[src/common/reset_clock_map.vh]
// Register map, field positions and timing figures for reset and clock control
`ifndef RESET_CLOCK_MAP_VH
`define RESET_CLOCK_MAP_VH

// Register addresses
`define ADDR_MISC_PRESCALE    8'h94
`define ADDR_INT_FLAG         8'h95
`define ADDR_SW_COMMAND       8'h97
`define ADDR_CLOCK_CONTROL    8'hD8
`define ADDR_RC_TRIM          8'hF6
`define ADDR_AUX_TWO          8'hF7
`define ADDR_AUX_ONE          8'hF8

// Field positions
`define WD_PERIOD_HI          5
`define WD_PERIOD_LO          4
`define LV_FLAG_BIT           7
`define WD_ENABLE_HI          7
`define WD_ENABLE_LO          6
`define WD_CLEAR_BIT          7
`define SLOW_TYPE_BIT         7
`define FAST_TYPE_BIT         6
`define PERIPH_STOP_BIT       4
`define FAST_STOP_BIT         3
`define FAST_SELECT_BIT       2
`define DIVIDER_HI            1
`define DIVIDER_LO            0
`define TRIM_HI               6

// Values
`define SW_RESET_KEY          8'h56
`define LEVEL_WITH_DETECT     2'h3
`define DIVIDER_RESET         2'h3
`define DIV_BY_16             2'h0
`define DIV_BY_4              2'h1
`define DIV_BY_2              2'h2
`define ZERO_BYTE             8'h00

// Divider terminal counts (ratio minus one)
`define TERM_16               4'hF
`define TERM_4                4'h3
`define TERM_2                4'h1
`define TERM_1                4'h0

// Watchdog timing: shortest period, others are doublings of it
`define WD_BASE_MS            60
`define MCLK_KHZ              20000
`define WD_COUNT_WIDTH        24

`endif

[src/clock_prescaler.v]
// Source-tick divider that produces the system clock enable pulse
`timescale 1ns/1ps
`default_nettype none
`include "reset_clock_map.vh"

module clock_prescaler
(
  input  wire       mclk,
  input  wire       rst,
  input  wire       srcTick,
  input  wire [1:0] divSelect,
  output reg        sysTick
);

  reg  [3:0] divCount;
  reg  [3:0] termCount;

  // Ratio decode, changeable at run time
  always @*
  begin
    case (divSelect)
      `DIV_BY_16: termCount = `TERM_16;
      `DIV_BY_4:  termCount = `TERM_4;
      `DIV_BY_2:  termCount = `TERM_2;
      default:    termCount = `TERM_1;
    endcase
  end

  // Count source ticks; a shrunk ratio wraps at once rather than stall
  always @(posedge mclk)
  begin
    if (rst)
    begin
      divCount <= 4'h0;
      sysTick  <= 1'b0;
    end
    else
    begin
      sysTick <= 1'b0;
      if (srcTick)
      begin
        if (divCount >= termCount)
        begin
          divCount <= 4'h0;
          sysTick  <= 1'b1;
        end
        else
        begin
          divCount <= divCount + 4'h1;
        end
      end
    end
  end

endmodule
`default_nettype wire

[src/reset_clock_control.v]
// Reset sources, watchdog and system clock control behind the SFR port
//
// How it works
// - Two-bit level field selects reset threshold; 11 adds 2.4V detect.
// - Detect flag only meaningful at the 2.3V reset level.
// - Detect flag read-only, hardware set, held inactive in Stop mode.
// - Config bit gates the external reset pin.
// - Watchdog period field: 480, 240, 120 or 60 ms.
// - Writing 56h to the command register resets the device.
// - Watchdog enable: 0x off, 10 run modes, 11 always.
// - Clear bit restarts watchdog and self-clears next cycle.
// - System clock is source divided by 1, 2, 4 or 16.
// - Fast is crystal or RC halved; slow is crystal or RC.
// - After reset run slow mode from the internal slow RC.
// - Illegal clock control writes leave previous settings.
// - Slow type changes only while fast source selected.
// - Fast type changes only while slow source selected.
// - Seven-bit RC trim, monotonic, readable and writable.
// - Divider codes: 00 by 16, 01 by 4, 10 by 2, 11 by 1.
// - Fast select bit changes only while oscillator stop is zero.
// - Oscillator stop halts fast clock; changes only in slow mode.
// - Fast type 0 internal RC, 1 crystal with high gain.
`timescale 1ns/1ps
`default_nettype none
`include "reset_clock_map.vh"

module reset_clock_control
#(
  parameter WD_BASE_CYCLES = `WD_BASE_MS * `MCLK_KHZ
)
(
  input  wire       mclk,
  input  wire       rst,
  input  wire [7:0] sfrAddr,
  input  wire [7:0] sfrWrData,
  input  wire       sfrWr,
  input  wire       sfrRd,
  output reg  [7:0] sfrRdData,
  input  wire [1:0] lowVoltageLevelSelect,
  input  wire       pinResetEnable,
  input  wire       pinReset_n,
  input  wire       belowResetLevel,
  input  wire       belowDetectLevel,
  input  wire       idleMode,
  input  wire       stopMode,
  input  wire [6:0] factoryTrim,
  input  wire       fastCrystalTick,
  input  wire       fastRcTick,
  input  wire       slowCrystalTick,
  input  wire       slowRcTick,
  output wire [1:0] resetLevel,
  output wire       detectEnable,
  output reg        systemReset,
  output wire       slowSourceType,
  output wire       fastSourceType,
  output wire       fastCrystalHighGain,
  output wire       peripheralClockStop,
  output wire       fastOscillatorStop,
  output wire       fastSourceSelect,
  output wire [6:0] fastRcTrimValue,
  output wire       sysClkTick
);

  //////////////////////////////////////////////////////////////////////////////
  // Declarations

  localparam [`WD_COUNT_WIDTH-1:0] WD_BASE = WD_BASE_CYCLES[`WD_COUNT_WIDTH-1:0];

  reg  [1:0]                 watchdogPeriodSelect;
  reg  [1:0]                 watchdogResetEnable;
  reg                        watchdogClear;
  reg  [`WD_COUNT_WIDTH-1:0] watchdogCounter;
  reg  [`WD_COUNT_WIDTH-1:0] watchdogLimit;
  reg                        lowVoltageDetectFlag;
  reg                        slowType;
  reg                        fastType;
  reg                        periphStop;
  reg                        fastStop;
  reg                        fastSelect;
  reg  [1:0]                 clockDivider;
  reg  [6:0]                 trimValue;
  reg                        fastRcHalf;
  reg                        next_slowType;
  reg                        next_fastType;
  reg                        next_fastStop;
  reg                        next_fastSelect;
  wire                       writeClock;
  wire                       swResetHit;
  wire                       pinResetHit;
  wire                       watchdogActive;
  wire                       watchdogExpire;
  wire                       resetCause;
  wire                       regReset;
  wire                       fastTick;
  wire                       slowTick;
  wire                       sourceTick;

  //////////////////////////////////////////////////////////////////////////////
  // Reset sources

  // Register reset covers the external reset and every internal source
  assign regReset = rst | systemReset;

  assign swResetHit = sfrWr & (sfrAddr == `ADDR_SW_COMMAND) &
                      (sfrWrData == `SW_RESET_KEY);

  assign pinResetHit = pinResetEnable & ~pinReset_n;

  assign resetCause = belowResetLevel | pinResetHit | swResetHit | watchdogExpire;

  // Registered so a self-caused reset does not form a combinational loop
  always @(posedge mclk)
  begin
    if (rst)
    begin
      systemReset <= 1'b0;
    end
    else
    begin
      systemReset <= resetCause;
    end
  end

  //////////////////////////////////////////////////////////////////////////////
  // Low voltage level and detect flag

  assign resetLevel   = lowVoltageLevelSelect;
  assign detectEnable = (lowVoltageLevelSelect == `LEVEL_WITH_DETECT);

  // Flag follows the comparator, only where it is valid
  always @(posedge mclk)
  begin
    if (regReset)
    begin
      lowVoltageDetectFlag <= 1'b0;
    end
    else
    begin
      lowVoltageDetectFlag <= belowDetectLevel & detectEnable & ~stopMode;
    end
  end

  //////////////////////////////////////////////////////////////////////////////
  // Watchdog

  // period doubles per code step below 11
  always @*
  begin
    watchdogLimit = WD_BASE << (~watchdogPeriodSelect);
  end

  assign watchdogActive = watchdogResetEnable[1] &
                          (watchdogResetEnable[0] | ~(idleMode | stopMode));

  assign watchdogExpire = watchdogActive & (watchdogCounter >= watchdogLimit - 1'b1);

  // Counter also runs and holds at one below its limit when reset is disabled, so enabling it without a clear expires at once
  always @(posedge mclk)
  begin
    if (regReset)
    begin
      watchdogCounter <= {`WD_COUNT_WIDTH{1'b0}};
    end
    else if (watchdogClear)
    begin
      watchdogCounter <= {`WD_COUNT_WIDTH{1'b0}};
    end
    else if (watchdogCounter < watchdogLimit - 1'b1)
    begin
      watchdogCounter <= watchdogCounter + 1'b1;
    end
  end

  //////////////////////////////////////////////////////////////////////////////
  // Clock control write filter

  assign writeClock = sfrWr & (sfrAddr == `ADDR_CLOCK_CONTROL);

  // Gated fields judged against the settings in force before the write, the stop and select clash against the new values
  always @*
  begin
    next_slowType   = slowType;
    next_fastType   = fastType;
    next_fastStop   = fastStop;
    next_fastSelect = fastSelect;
    if (writeClock)
    begin
      // slow type only in fast mode
      if (fastSelect)
      begin
        next_slowType = sfrWrData[`SLOW_TYPE_BIT];
      end
      // fast type only in slow mode
      if (!fastSelect)
      begin
        next_fastType = sfrWrData[`FAST_TYPE_BIT];
      end
      // stop changes only in slow mode
      if (!fastSelect)
      begin
        next_fastStop = sfrWrData[`FAST_STOP_BIT];
      end
      // select changes only with stop clear
      if (!fastStop)
      begin
        next_fastSelect = sfrWrData[`FAST_SELECT_BIT];
      end
      // never let stop and select both land high
      if (next_fastStop && next_fastSelect)
      begin
        next_fastStop = fastStop;
      end
    end
  end

  //////////////////////////////////////////////////////////////////////////////
  // Register writes

  // reset to slow mode on internal RC
  always @(posedge mclk)
  begin
    if (regReset)
    begin
      slowType     <= 1'b0;
      fastType     <= 1'b0;
      periphStop   <= 1'b0;
      fastStop     <= 1'b0;
      fastSelect   <= 1'b0;
      clockDivider <= `DIVIDER_RESET;
    end
    else
    begin
      slowType   <= next_slowType;
      fastType   <= next_fastType;
      fastStop   <= next_fastStop;
      fastSelect <= next_fastSelect;
      if (writeClock)
      begin
        periphStop   <= sfrWrData[`PERIPH_STOP_BIT];
        clockDivider <= sfrWrData[`DIVIDER_HI:`DIVIDER_LO];
      end
    end
  end

  // Watchdog fields, clear strobe and trim
  always @(posedge mclk)
  begin
    if (regReset)
    begin
      watchdogPeriodSelect <= 2'h0;
      watchdogResetEnable  <= 2'h0;
      watchdogClear        <= 1'b0;
      trimValue            <= factoryTrim;
    end
    else
    begin
      if (sfrWr && (sfrAddr == `ADDR_MISC_PRESCALE))
      begin
        watchdogPeriodSelect <= sfrWrData[`WD_PERIOD_HI:`WD_PERIOD_LO];
      end
      if (sfrWr && (sfrAddr == `ADDR_AUX_TWO))
      begin
        watchdogResetEnable <= sfrWrData[`WD_ENABLE_HI:`WD_ENABLE_LO];
      end
      watchdogClear <= sfrWr & (sfrAddr == `ADDR_AUX_ONE) &
                       sfrWrData[`WD_CLEAR_BIT];
      // trim writable, loaded from factory at reset
      if (sfrWr && (sfrAddr == `ADDR_RC_TRIM))
      begin
        trimValue <= sfrWrData[`TRIM_HI:0];
      end
    end
  end

  //////////////////////////////////////////////////////////////////////////////
  // Register reads

  // Unused bits and write-only or unmapped addresses read zero
  always @(posedge mclk)
  begin
    if (regReset)
    begin
      sfrRdData <= `ZERO_BYTE;
    end
    else if (sfrRd)
    begin
      case (sfrAddr)
        `ADDR_MISC_PRESCALE:
          sfrRdData <= {2'h0, watchdogPeriodSelect, 4'h0};
        `ADDR_INT_FLAG:
          sfrRdData <= {lowVoltageDetectFlag, 7'h00};
        `ADDR_CLOCK_CONTROL:
          sfrRdData <= {slowType, fastType, 1'b0, periphStop,
                        fastStop, fastSelect, clockDivider};
        `ADDR_RC_TRIM:
          sfrRdData <= {1'b0, trimValue};
        `ADDR_AUX_TWO:
          sfrRdData <= {watchdogResetEnable, 6'h00};
        `ADDR_AUX_ONE:
          sfrRdData <= {watchdogClear, 7'h00};
        default:
          sfrRdData <= `ZERO_BYTE;
      endcase
    end
  end

  //////////////////////////////////////////////////////////////////////////////
  // Clock source selection

  always @(posedge mclk)
  begin
    if (regReset)
    begin
      fastRcHalf <= 1'b0;
    end
    else if (fastRcTick)
    begin
      fastRcHalf <= ~fastRcHalf;
    end
  end

  // fast type picks RC or crystal
  assign fastTick = fastStop ? 1'b0 :
                    (fastType ? fastCrystalTick : (fastRcTick & fastRcHalf));
  // slow type picks RC or crystal
  assign slowTick = slowType ? slowCrystalTick : slowRcTick;

  assign sourceTick = fastSelect ? fastTick : slowTick;

  // divider encoding lives in the prescaler
  clock_prescaler u_prescaler
  (
    .mclk      (mclk),
    .rst       (regReset),
    .srcTick   (sourceTick),
    .divSelect (clockDivider),
    .sysTick   (sysClkTick)
  );

  //////////////////////////////////////////////////////////////////////////////
  // Oscillator controls

  assign slowSourceType      = slowType;
  assign fastSourceType      = fastType;
  assign fastCrystalHighGain = fastType;
  assign peripheralClockStop = periphStop;
  assign fastOscillatorStop  = fastStop;
  assign fastSourceSelect    = fastSelect;
  assign fastRcTrimValue     = trimValue;

endmodule
`default_nettype wire

[config.mk]
export PLATFORM = sky130hd
export DESIGN_NAME = reset_clock_control
export DESIGN_NICKNAME = d
export VERILOG_FILES = /design/src/clock_prescaler.v /design/src/reset_clock_control.v
export VERILOG_INCLUDE_DIRS = /design/src /design/src/common
export SDC_FILE = /design/constraint.sdc
export NUM_CORES = 1
export LEC_CHECK = 0
export ABC_AREA = 1
export BUFFER_PORTS_ARGS = -buffer_cell sky130_fd_sc_hd__buf_2
export CORE_MARGIN = 3
export CORE_UTILIZATION = 57
export CTS_CLUSTER_SIZE = 25
export DETAILED_ROUTE_END_ITERATION = 10
export PLACE_DENSITY = 0.81
export SYNTH_ARGS = -nofsm -noshare
export SYNTH_HDL_FRONTEND = slang
export SYNTH_SLANG_ARGS = --single-unit
export TNS_END_PERCENT = 50
[constraint.sdc]
create_clock -name mclk -period 2.6 [get_ports mclk]
set_input_delay 0.13 -clock mclk [delete_from_list [all_inputs] [get_ports mclk]]
set_output_delay 0.13 -clock mclk [all_outputs]
set_load 0.005 [all_outputs]
; Yosys cells after proc, flatten, opt, wreduce, memory -nomap -nowiden
; Cells that the tools add are included.
[word_totals]
output_inout_bits = 26
inputBits = 39
register_bits = 59
elab_cells = 85
[classes]
shift = 1
eq_ne = 11
add_sub_neg = 3
mux = 14
reduce_logical = 11
magnitude_cmp = 3
bitwise = 25
[ops]
columns = operator, count
row1 = 8-bit equality test (second input constant), 7
row2 = 8-bit one-hot mux with 6 select lines, 1
row3 = 24-bit by 1-bit adder with 24-bit output (second input constant), 1
row4 = 24-bit greater-or-equal comparator, 1
row5 = 24-bit less-than comparator, 1
row6 = 21-bit by 2-bit left shift with 24-bit output (first input constant), 1
row7 = 24-bit by 1-bit subtractor with 24-bit output (second input constant), 1
row8 = 7-bit 2-to-1 mux, 2
row9 = 4-bit one-hot mux with 3 select lines, 1
row10 = 1-bit bitwise AND, 11
row11 = 1-bit 2-to-1 mux, 9
row12 = 8-bit by 7-bit equality test with 1-bit output (second input constant), 1
row13 = 1-bit NOT, 7
row14 = 1-bit bitwise OR, 6
row15 = 2-bit AND reduction, 3
row16 = 4-bit by 1-bit adder with 4-bit output (second input constant), 1
row17 = 2-bit equality test (second input constant), 2
row18 = 4-bit greater-or-equal comparator, 1
row19 = 1-bit logical AND, 4
row20 = 4-bit 2-to-1 mux, 1
row21 = 2-bit OR reduction, 2
row22 = 2-bit by 1-bit equality test with 1-bit output (second input constant), 1
row23 = 2-bit logical NOT, 1
row24 = 2-bit NOT, 1
row25 = 2-bit nonzero test, 1

; Depth between registers and ports, before layout
[logic_depth]
ltp_word = 6
mapped_depth = 15
ltp_nobuf = 14

; Modules after synthesis
; Synthesis repeated with hierarchy kept, for this count alone.
[hier_totals]
cells_unflattened = 561
hier_area_um2 = 3834.9
[modules_own_cells]
columns = mod, seq_area_each_um2, cells_each, area_per_inst_um2, n_inst
row1 = reset_clock_control, 1151.1, 521, 3490.8, 1
row2 = clock_prescaler, 100.1, 40, 344.1, 1

; Worst setup path after synthesis
; OpenSTA, ideal clock, no wires.
[synth_path]
path_type = register -> register
startpoint = register watchdogPeriodSelect[0]
endpoint = register watchdogCounter[15]
period_less_slack_ps = 2031
slack_ps = 569
path_stages_with_launch = 14
setup_time_ps = 70
t_required_ps = 2530
arrival_ps = 1961
n_path_buf = 1
cell_sequence = dfxtp_1 -> inv_1 -> ha_1 -> ha_1 -> nand2_1 -> inv_1 -> nand2_1 -> inv_1 -> nand2_1 -> nand2_1 -> nor2_2 -> buf_6 -> nand3_1 -> a21oi_1
[synth_via]
elab_chain_len = 4
[synth_lines]
columns = item, line_no
row1 = from (decl), reset_clock_control.v:69  ; reg [1:0] watchdogPeriodSelect;
row2 = from (signal assigned), reset_clock_control.v:259  ; watchdogPeriodSelect <= sfrWrData[`WD_PERIOD_HI:`WD_PERIOD_LO];
row3 = 2-bit NOT, reset_clock_control.v:149  ; watchdogLimit = WD_BASE << (~watchdogPeriodSelect);
row4 = 21-bit by 2-bit left shift with 24-bit output, reset_clock_control.v:149
row5 = 24-bit by 1-bit subtractor with 24-bit output, reset_clock_control.v:168  ; else if (watchdogCounter < watchdogLimit - 1'b1)
row6 = 24-bit less-than comparator, reset_clock_control.v:168
row7 = to (signal assigned), reset_clock_control.v:162  ; watchdogCounter <= {`WD_COUNT_WIDTH{1'b0}};
row8 = to (signal assigned), reset_clock_control.v:166  ; watchdogCounter <= {`WD_COUNT_WIDTH{1'b0}};
row9 = to (signal assigned), reset_clock_control.v:170  ; watchdogCounter <= watchdogCounter + 1'b1;
row10 = to (decl), reset_clock_control.v:72  ; reg [`WD_COUNT_WIDTH-1:0] watchdogCounter;
; No other way between the ends.
; A chain may end at the register's enable or synchronous reset.

; Final worst setup path
[layout_path]
startpoint = register watchdogPeriodSelect[0]
endpoint = register watchdogCounter[16]
; The elaborated chain is that of the path after synthesis.

==> impl_metrics.py <==
metrics = {
    "clock_network": {
        "ctsHtreeMaxLevel": 3,
        "clock_tree_buffer_depth": 2,
        "postCtsSetupBuffers": 0,
        "clock-root-buffer": "sky130_fd_sc_hd__clkbuf_8",
        "clock-sinks": 59,
        "cts_inserted_buffers": 9,
        "tritoncts": "yes",
        "worst_skew_pair.late_latency_ns": 0.35,
        "path_clk_slew_ns": 0.07,
    },
    "floorplan": {
        "chipWidth_um": 88.1,
        "die_height_um": 88.1,
        "die-area_mm2": 0.00777,
        "core_area_mm2": 0.00646,
        "std_cell_rows": 29,
        "floorplan.initialDensity": 0.596,
        "boundaryPins": 65,
    },
    "worst_setup_path": {
        "worst-setup-path-type": "register to register",
        "timing.critical_path.required_ns": 2.81,
        "r2r.worst_path.cells": 13,
        "critical-path-top-cell-by-count": "sky130_fd_sc_hd__nand2_1",
        "worst-endpoint-arrival_ns": 2.61,
        "timing.rr.end": "watchdogCounter[16]",
        "r2r_slack_ns": 0.20,
        "rr_startpoint": "watchdogPeriodSelect[0]",
        "worst_setup_path_startpoint": "watchdogPeriodSelect[0]",
        "crit_slowest_cell": "sky130_fd_sc_hd__ha_1",
        "timing.critical_path.to_type": "register",
        "timing.critical_path.fanout_max": 12,
        "category_of_the_worst_setup_path_launch_point": "register",
        "timing.critical_path.slowest_cell_delay_ns": 0.36,
        "worst_setup_path_endpoint": "watchdogCounter[16]",
        "timing.critical_path.cells": "inv_1 -> ha_1 -> ha_1 -> nand2_1 -> inv_1 -> nand2_1 -> inv_1 -> nand2_1 -> nand2_1 -> nand2_2 -> nand3_2 -> nand2_1 -> a21oi_1",
    },
    "synth": {
        "synth_enable_flop_cells": 7,
        "mappedNetlistNets": 643,
        "synth_seq_cells": 59,
        "sequential_cell_area_fraction_in_the_yosys_report": 0.325,
        "post_synth.cell_area_avg_um2": 6.69,
        "synth_warnings": 0,
        "synthArstFlopShare": 0,
        "synth_area_mm2": 0.00385,
        "dominant_register_cell_in_the_synthesized_netlist": "sky130_fd_sc_hd__dfxtp_1",
        "post_synth_inst_count": 575,
        "synth_cell_types": 32,
    },
    "routing": {
        "viasPerCell": 5.51,
        "initialDrtViolationCount": 336,
        "route.detailed.drc": 0,
        "routedWlPerCell_um": 14.0,
        "drt_wl_total_um": 10100,
        "detail_route.first_pass.iterations": 6,
        "ant_nets": 0,
        "num_vias": 3998,
    },
    "global_route": {
        "grt_start_max_net_pins": 26,
        "sum_of_overflow_across_all_layers_after_global_routing": 0,
        "grt_pass1_vias": 3561,
        "track_usage": 0.273,
        "initial_antenna_violation_count": 0,
        "grt_first_pass_wirelength_um": 16400,
    },
    "final_layout": {
        "finalNetCount": 711,
        "drive_above_1_share": 0.160,
        "regArea_mm2": 0.00125,
        "count_of_filler_cells_inserted_in_the_layout": 572,
        "postLayoutCellArea_mm2": 0.00444,
        "multi_input_area_mm2": 0.00229,
        "syn_to_final_growth_pct": 15.5,
        "fin_util": 0.688,
        "antenna-diode-count": 0,
    },
    "placement": {
        "dpl_cell_area_mm2": 0.00419,
        "port_buffers": 64,
        "dp.final_hpwl_um": 7400,
        "gpl.final_weighted_congestion": 0.875,
    },
    "timing": {
        "slew_headroom": 0.496,
        "post-route-period-util": 0.924,
        "setup_viol_count_final": 0,
        "fin_hold_ws_ns": 0.0387,
        "unrepaired_setup_endpoints_after_global_routing": "false",
        "worst_clock_skew_ns": 0.0153,
        "timing_max_transition_violations_final": 0,
        "setup_tns_ns": 0,
        "tightestPinTransition_ns": 0.756,
        "period_minus_slack_ns": 2.40,
        "maxClockFrequency_mhz": 416,
        "finalHoldViolCount": 0,
    },
    "power": {
        "vdd_ir_drop_max_uv": 326,
        "power_per_cell_area_mw_per_mm2": 437,
        "leakage_nw": 1.98,
    },
    "hold_path": {
        "min-delay-path-class": "input pin to register",
    },
    "run_status": {
        "status": "complete, no violations",
    },
    "run": {
        "timing.max_cap.violations": 0,
    },
}
-- routing by layer --
metal / track usage / up-vias / part of all wire
li1: - / 2008 / -
met1: 0.349 / 1830 / 0.44
met2: 0.453 / 145 / 0.48
met3: 0.0715 / 15 / 0.068
met4: 0.0797 / 0 / 0.019
met5: 0 / - / 0
-- how the worst min path moves through the flow --
stage	start	to	slack (ns)	cells past startpoint
floorplan	rst	systemReset	0.20	1
global placement	rst	systemReset	0.30	2
detailed placement	rst	systemReset	0.31	2
CTS	factoryTrim[2]	fastRcTrimValue[2]	0.03	3
global route	factoryTrim[5]	fastRcTrimValue[5]	0.05	3
finish	factoryTrim[2]	fastRcTrimValue[2]	0.04	3
-- final cells by class --
class,instances,share of cell area
multi-input combinational,445,0.516
sequential,59,0.282
timing repair buffer,75,0.0930
inverter,53,0.0448
clock buffer,9,0.0279
tap,77,0.0217
clock inverter,7,0.0152
-- cell families (layout without fill, tap and decap cells) --
group                      Yosys count  after routing  synth area share
DFF                                 59             59             0.325
AOI/OAI and AO/OA                   78             78             0.105
xor gates and xnor gates            13             13            0.0296
adders and majority gates           29             29            0.0943
buffers and inverters               72            144            0.0833
and+or+nand+nor                    324            325             0.362
-- worst max-delay path, delay by kind of cell (launching register included) --
family	cells	cell delay, ns
buf+inv	3	0.19
compound gates	1	0.07
simple gates	7	1.01
fa+ha+maj	2	0.65
flops	1	0.34
-- flip-flops by register name (all words and copies together) (netlist names), 2 cells and up --
name,cells
clockDivider,2
fastRcTrimValue,7
sfrRdData,8
u_prescaler.divCount,4
watchdogCounter,24
watchdogPeriodSelect,2
watchdogResetEnable,2
-- cell usage in the layout (no fill, tap or decap), types with 5 or more instances in the layout --
cell type,netlist,final
sky130_fd_sc_hd__inv_1,49,49
sky130_fd_sc_hd__a21oi_1,50,50
sky130_fd_sc_hd__nand4_1,8,8
sky130_fd_sc_hd__o21ai_0,19,19
sky130_fd_sc_hd__nand3_1,50,50
sky130_fd_sc_hd__buf_4,4,7
sky130_fd_sc_hd__clkbuf_8,0,9
sky130_fd_sc_hd__xor2_1,5,5
sky130_fd_sc_hd__buf_2,4,64
sky130_fd_sc_hd__edfxtp_1,7,7
sky130_fd_sc_hd__nor2_1,57,57
sky130_fd_sc_hd__nand2_1,185,185
sky130_fd_sc_hd__ha_1,29,29
sky130_fd_sc_hd__dfxtp_1,52,52
sky130_fd_sc_hd__xnor2_1,8,8
sky130_fd_sc_hd__nand3b_1,7,7
-- power by group --
group          switching (W)  internal (W)
registers          0.0000135      0.000942
clock network       0.000403      0.000438
logic              0.0000862     0.0000569
-- what timing repair did --
| action | CTS | global route |
|---|---|---|
| hold endpoints to repair | 3 | 0 |
| gates resized for setup | 1 | 0 |
| pin swaps | 0 | 1 |
| cloned | 0 | 1 |
| setup endpoints to repair | 23 | 1 |
| hold buffers | 4 | 0 |
-- through the flow --
stage	std cells	power, W	setup WS (ns)
floorplan	575	0.00104	0.569
global placement	704	0.00111	0.0743
detailed placement	704	0.00111	-0.0685
CTS	724	0.00194	0.180
global route	725	0.00201	0.0271
finish	725	0.00194	0.199
-- cell usage after synthesis, drive strengths merged, types with 5 or more instances --
cell type / instances / area share
a21oi: 51 / 0.067
buf: 12 / 0.025
clkbuf: 7 / 0.0068
dfxtp: 52 / 0.27
edfxtp: 7 / 0.055
ha: 29 / 0.094
inv: 53 / 0.052
nand2: 188 / 0.19
nand3: 53 / 0.075
nand3b: 7 / 0.014
nand4: 8 / 0.013
nor2: 60 / 0.061
nor3: 7 / 0.013
o21ai: 22 / 0.029
xnor2: 8 / 0.018
xor2: 5 / 0.011
(Power assumes the default switching activity.)
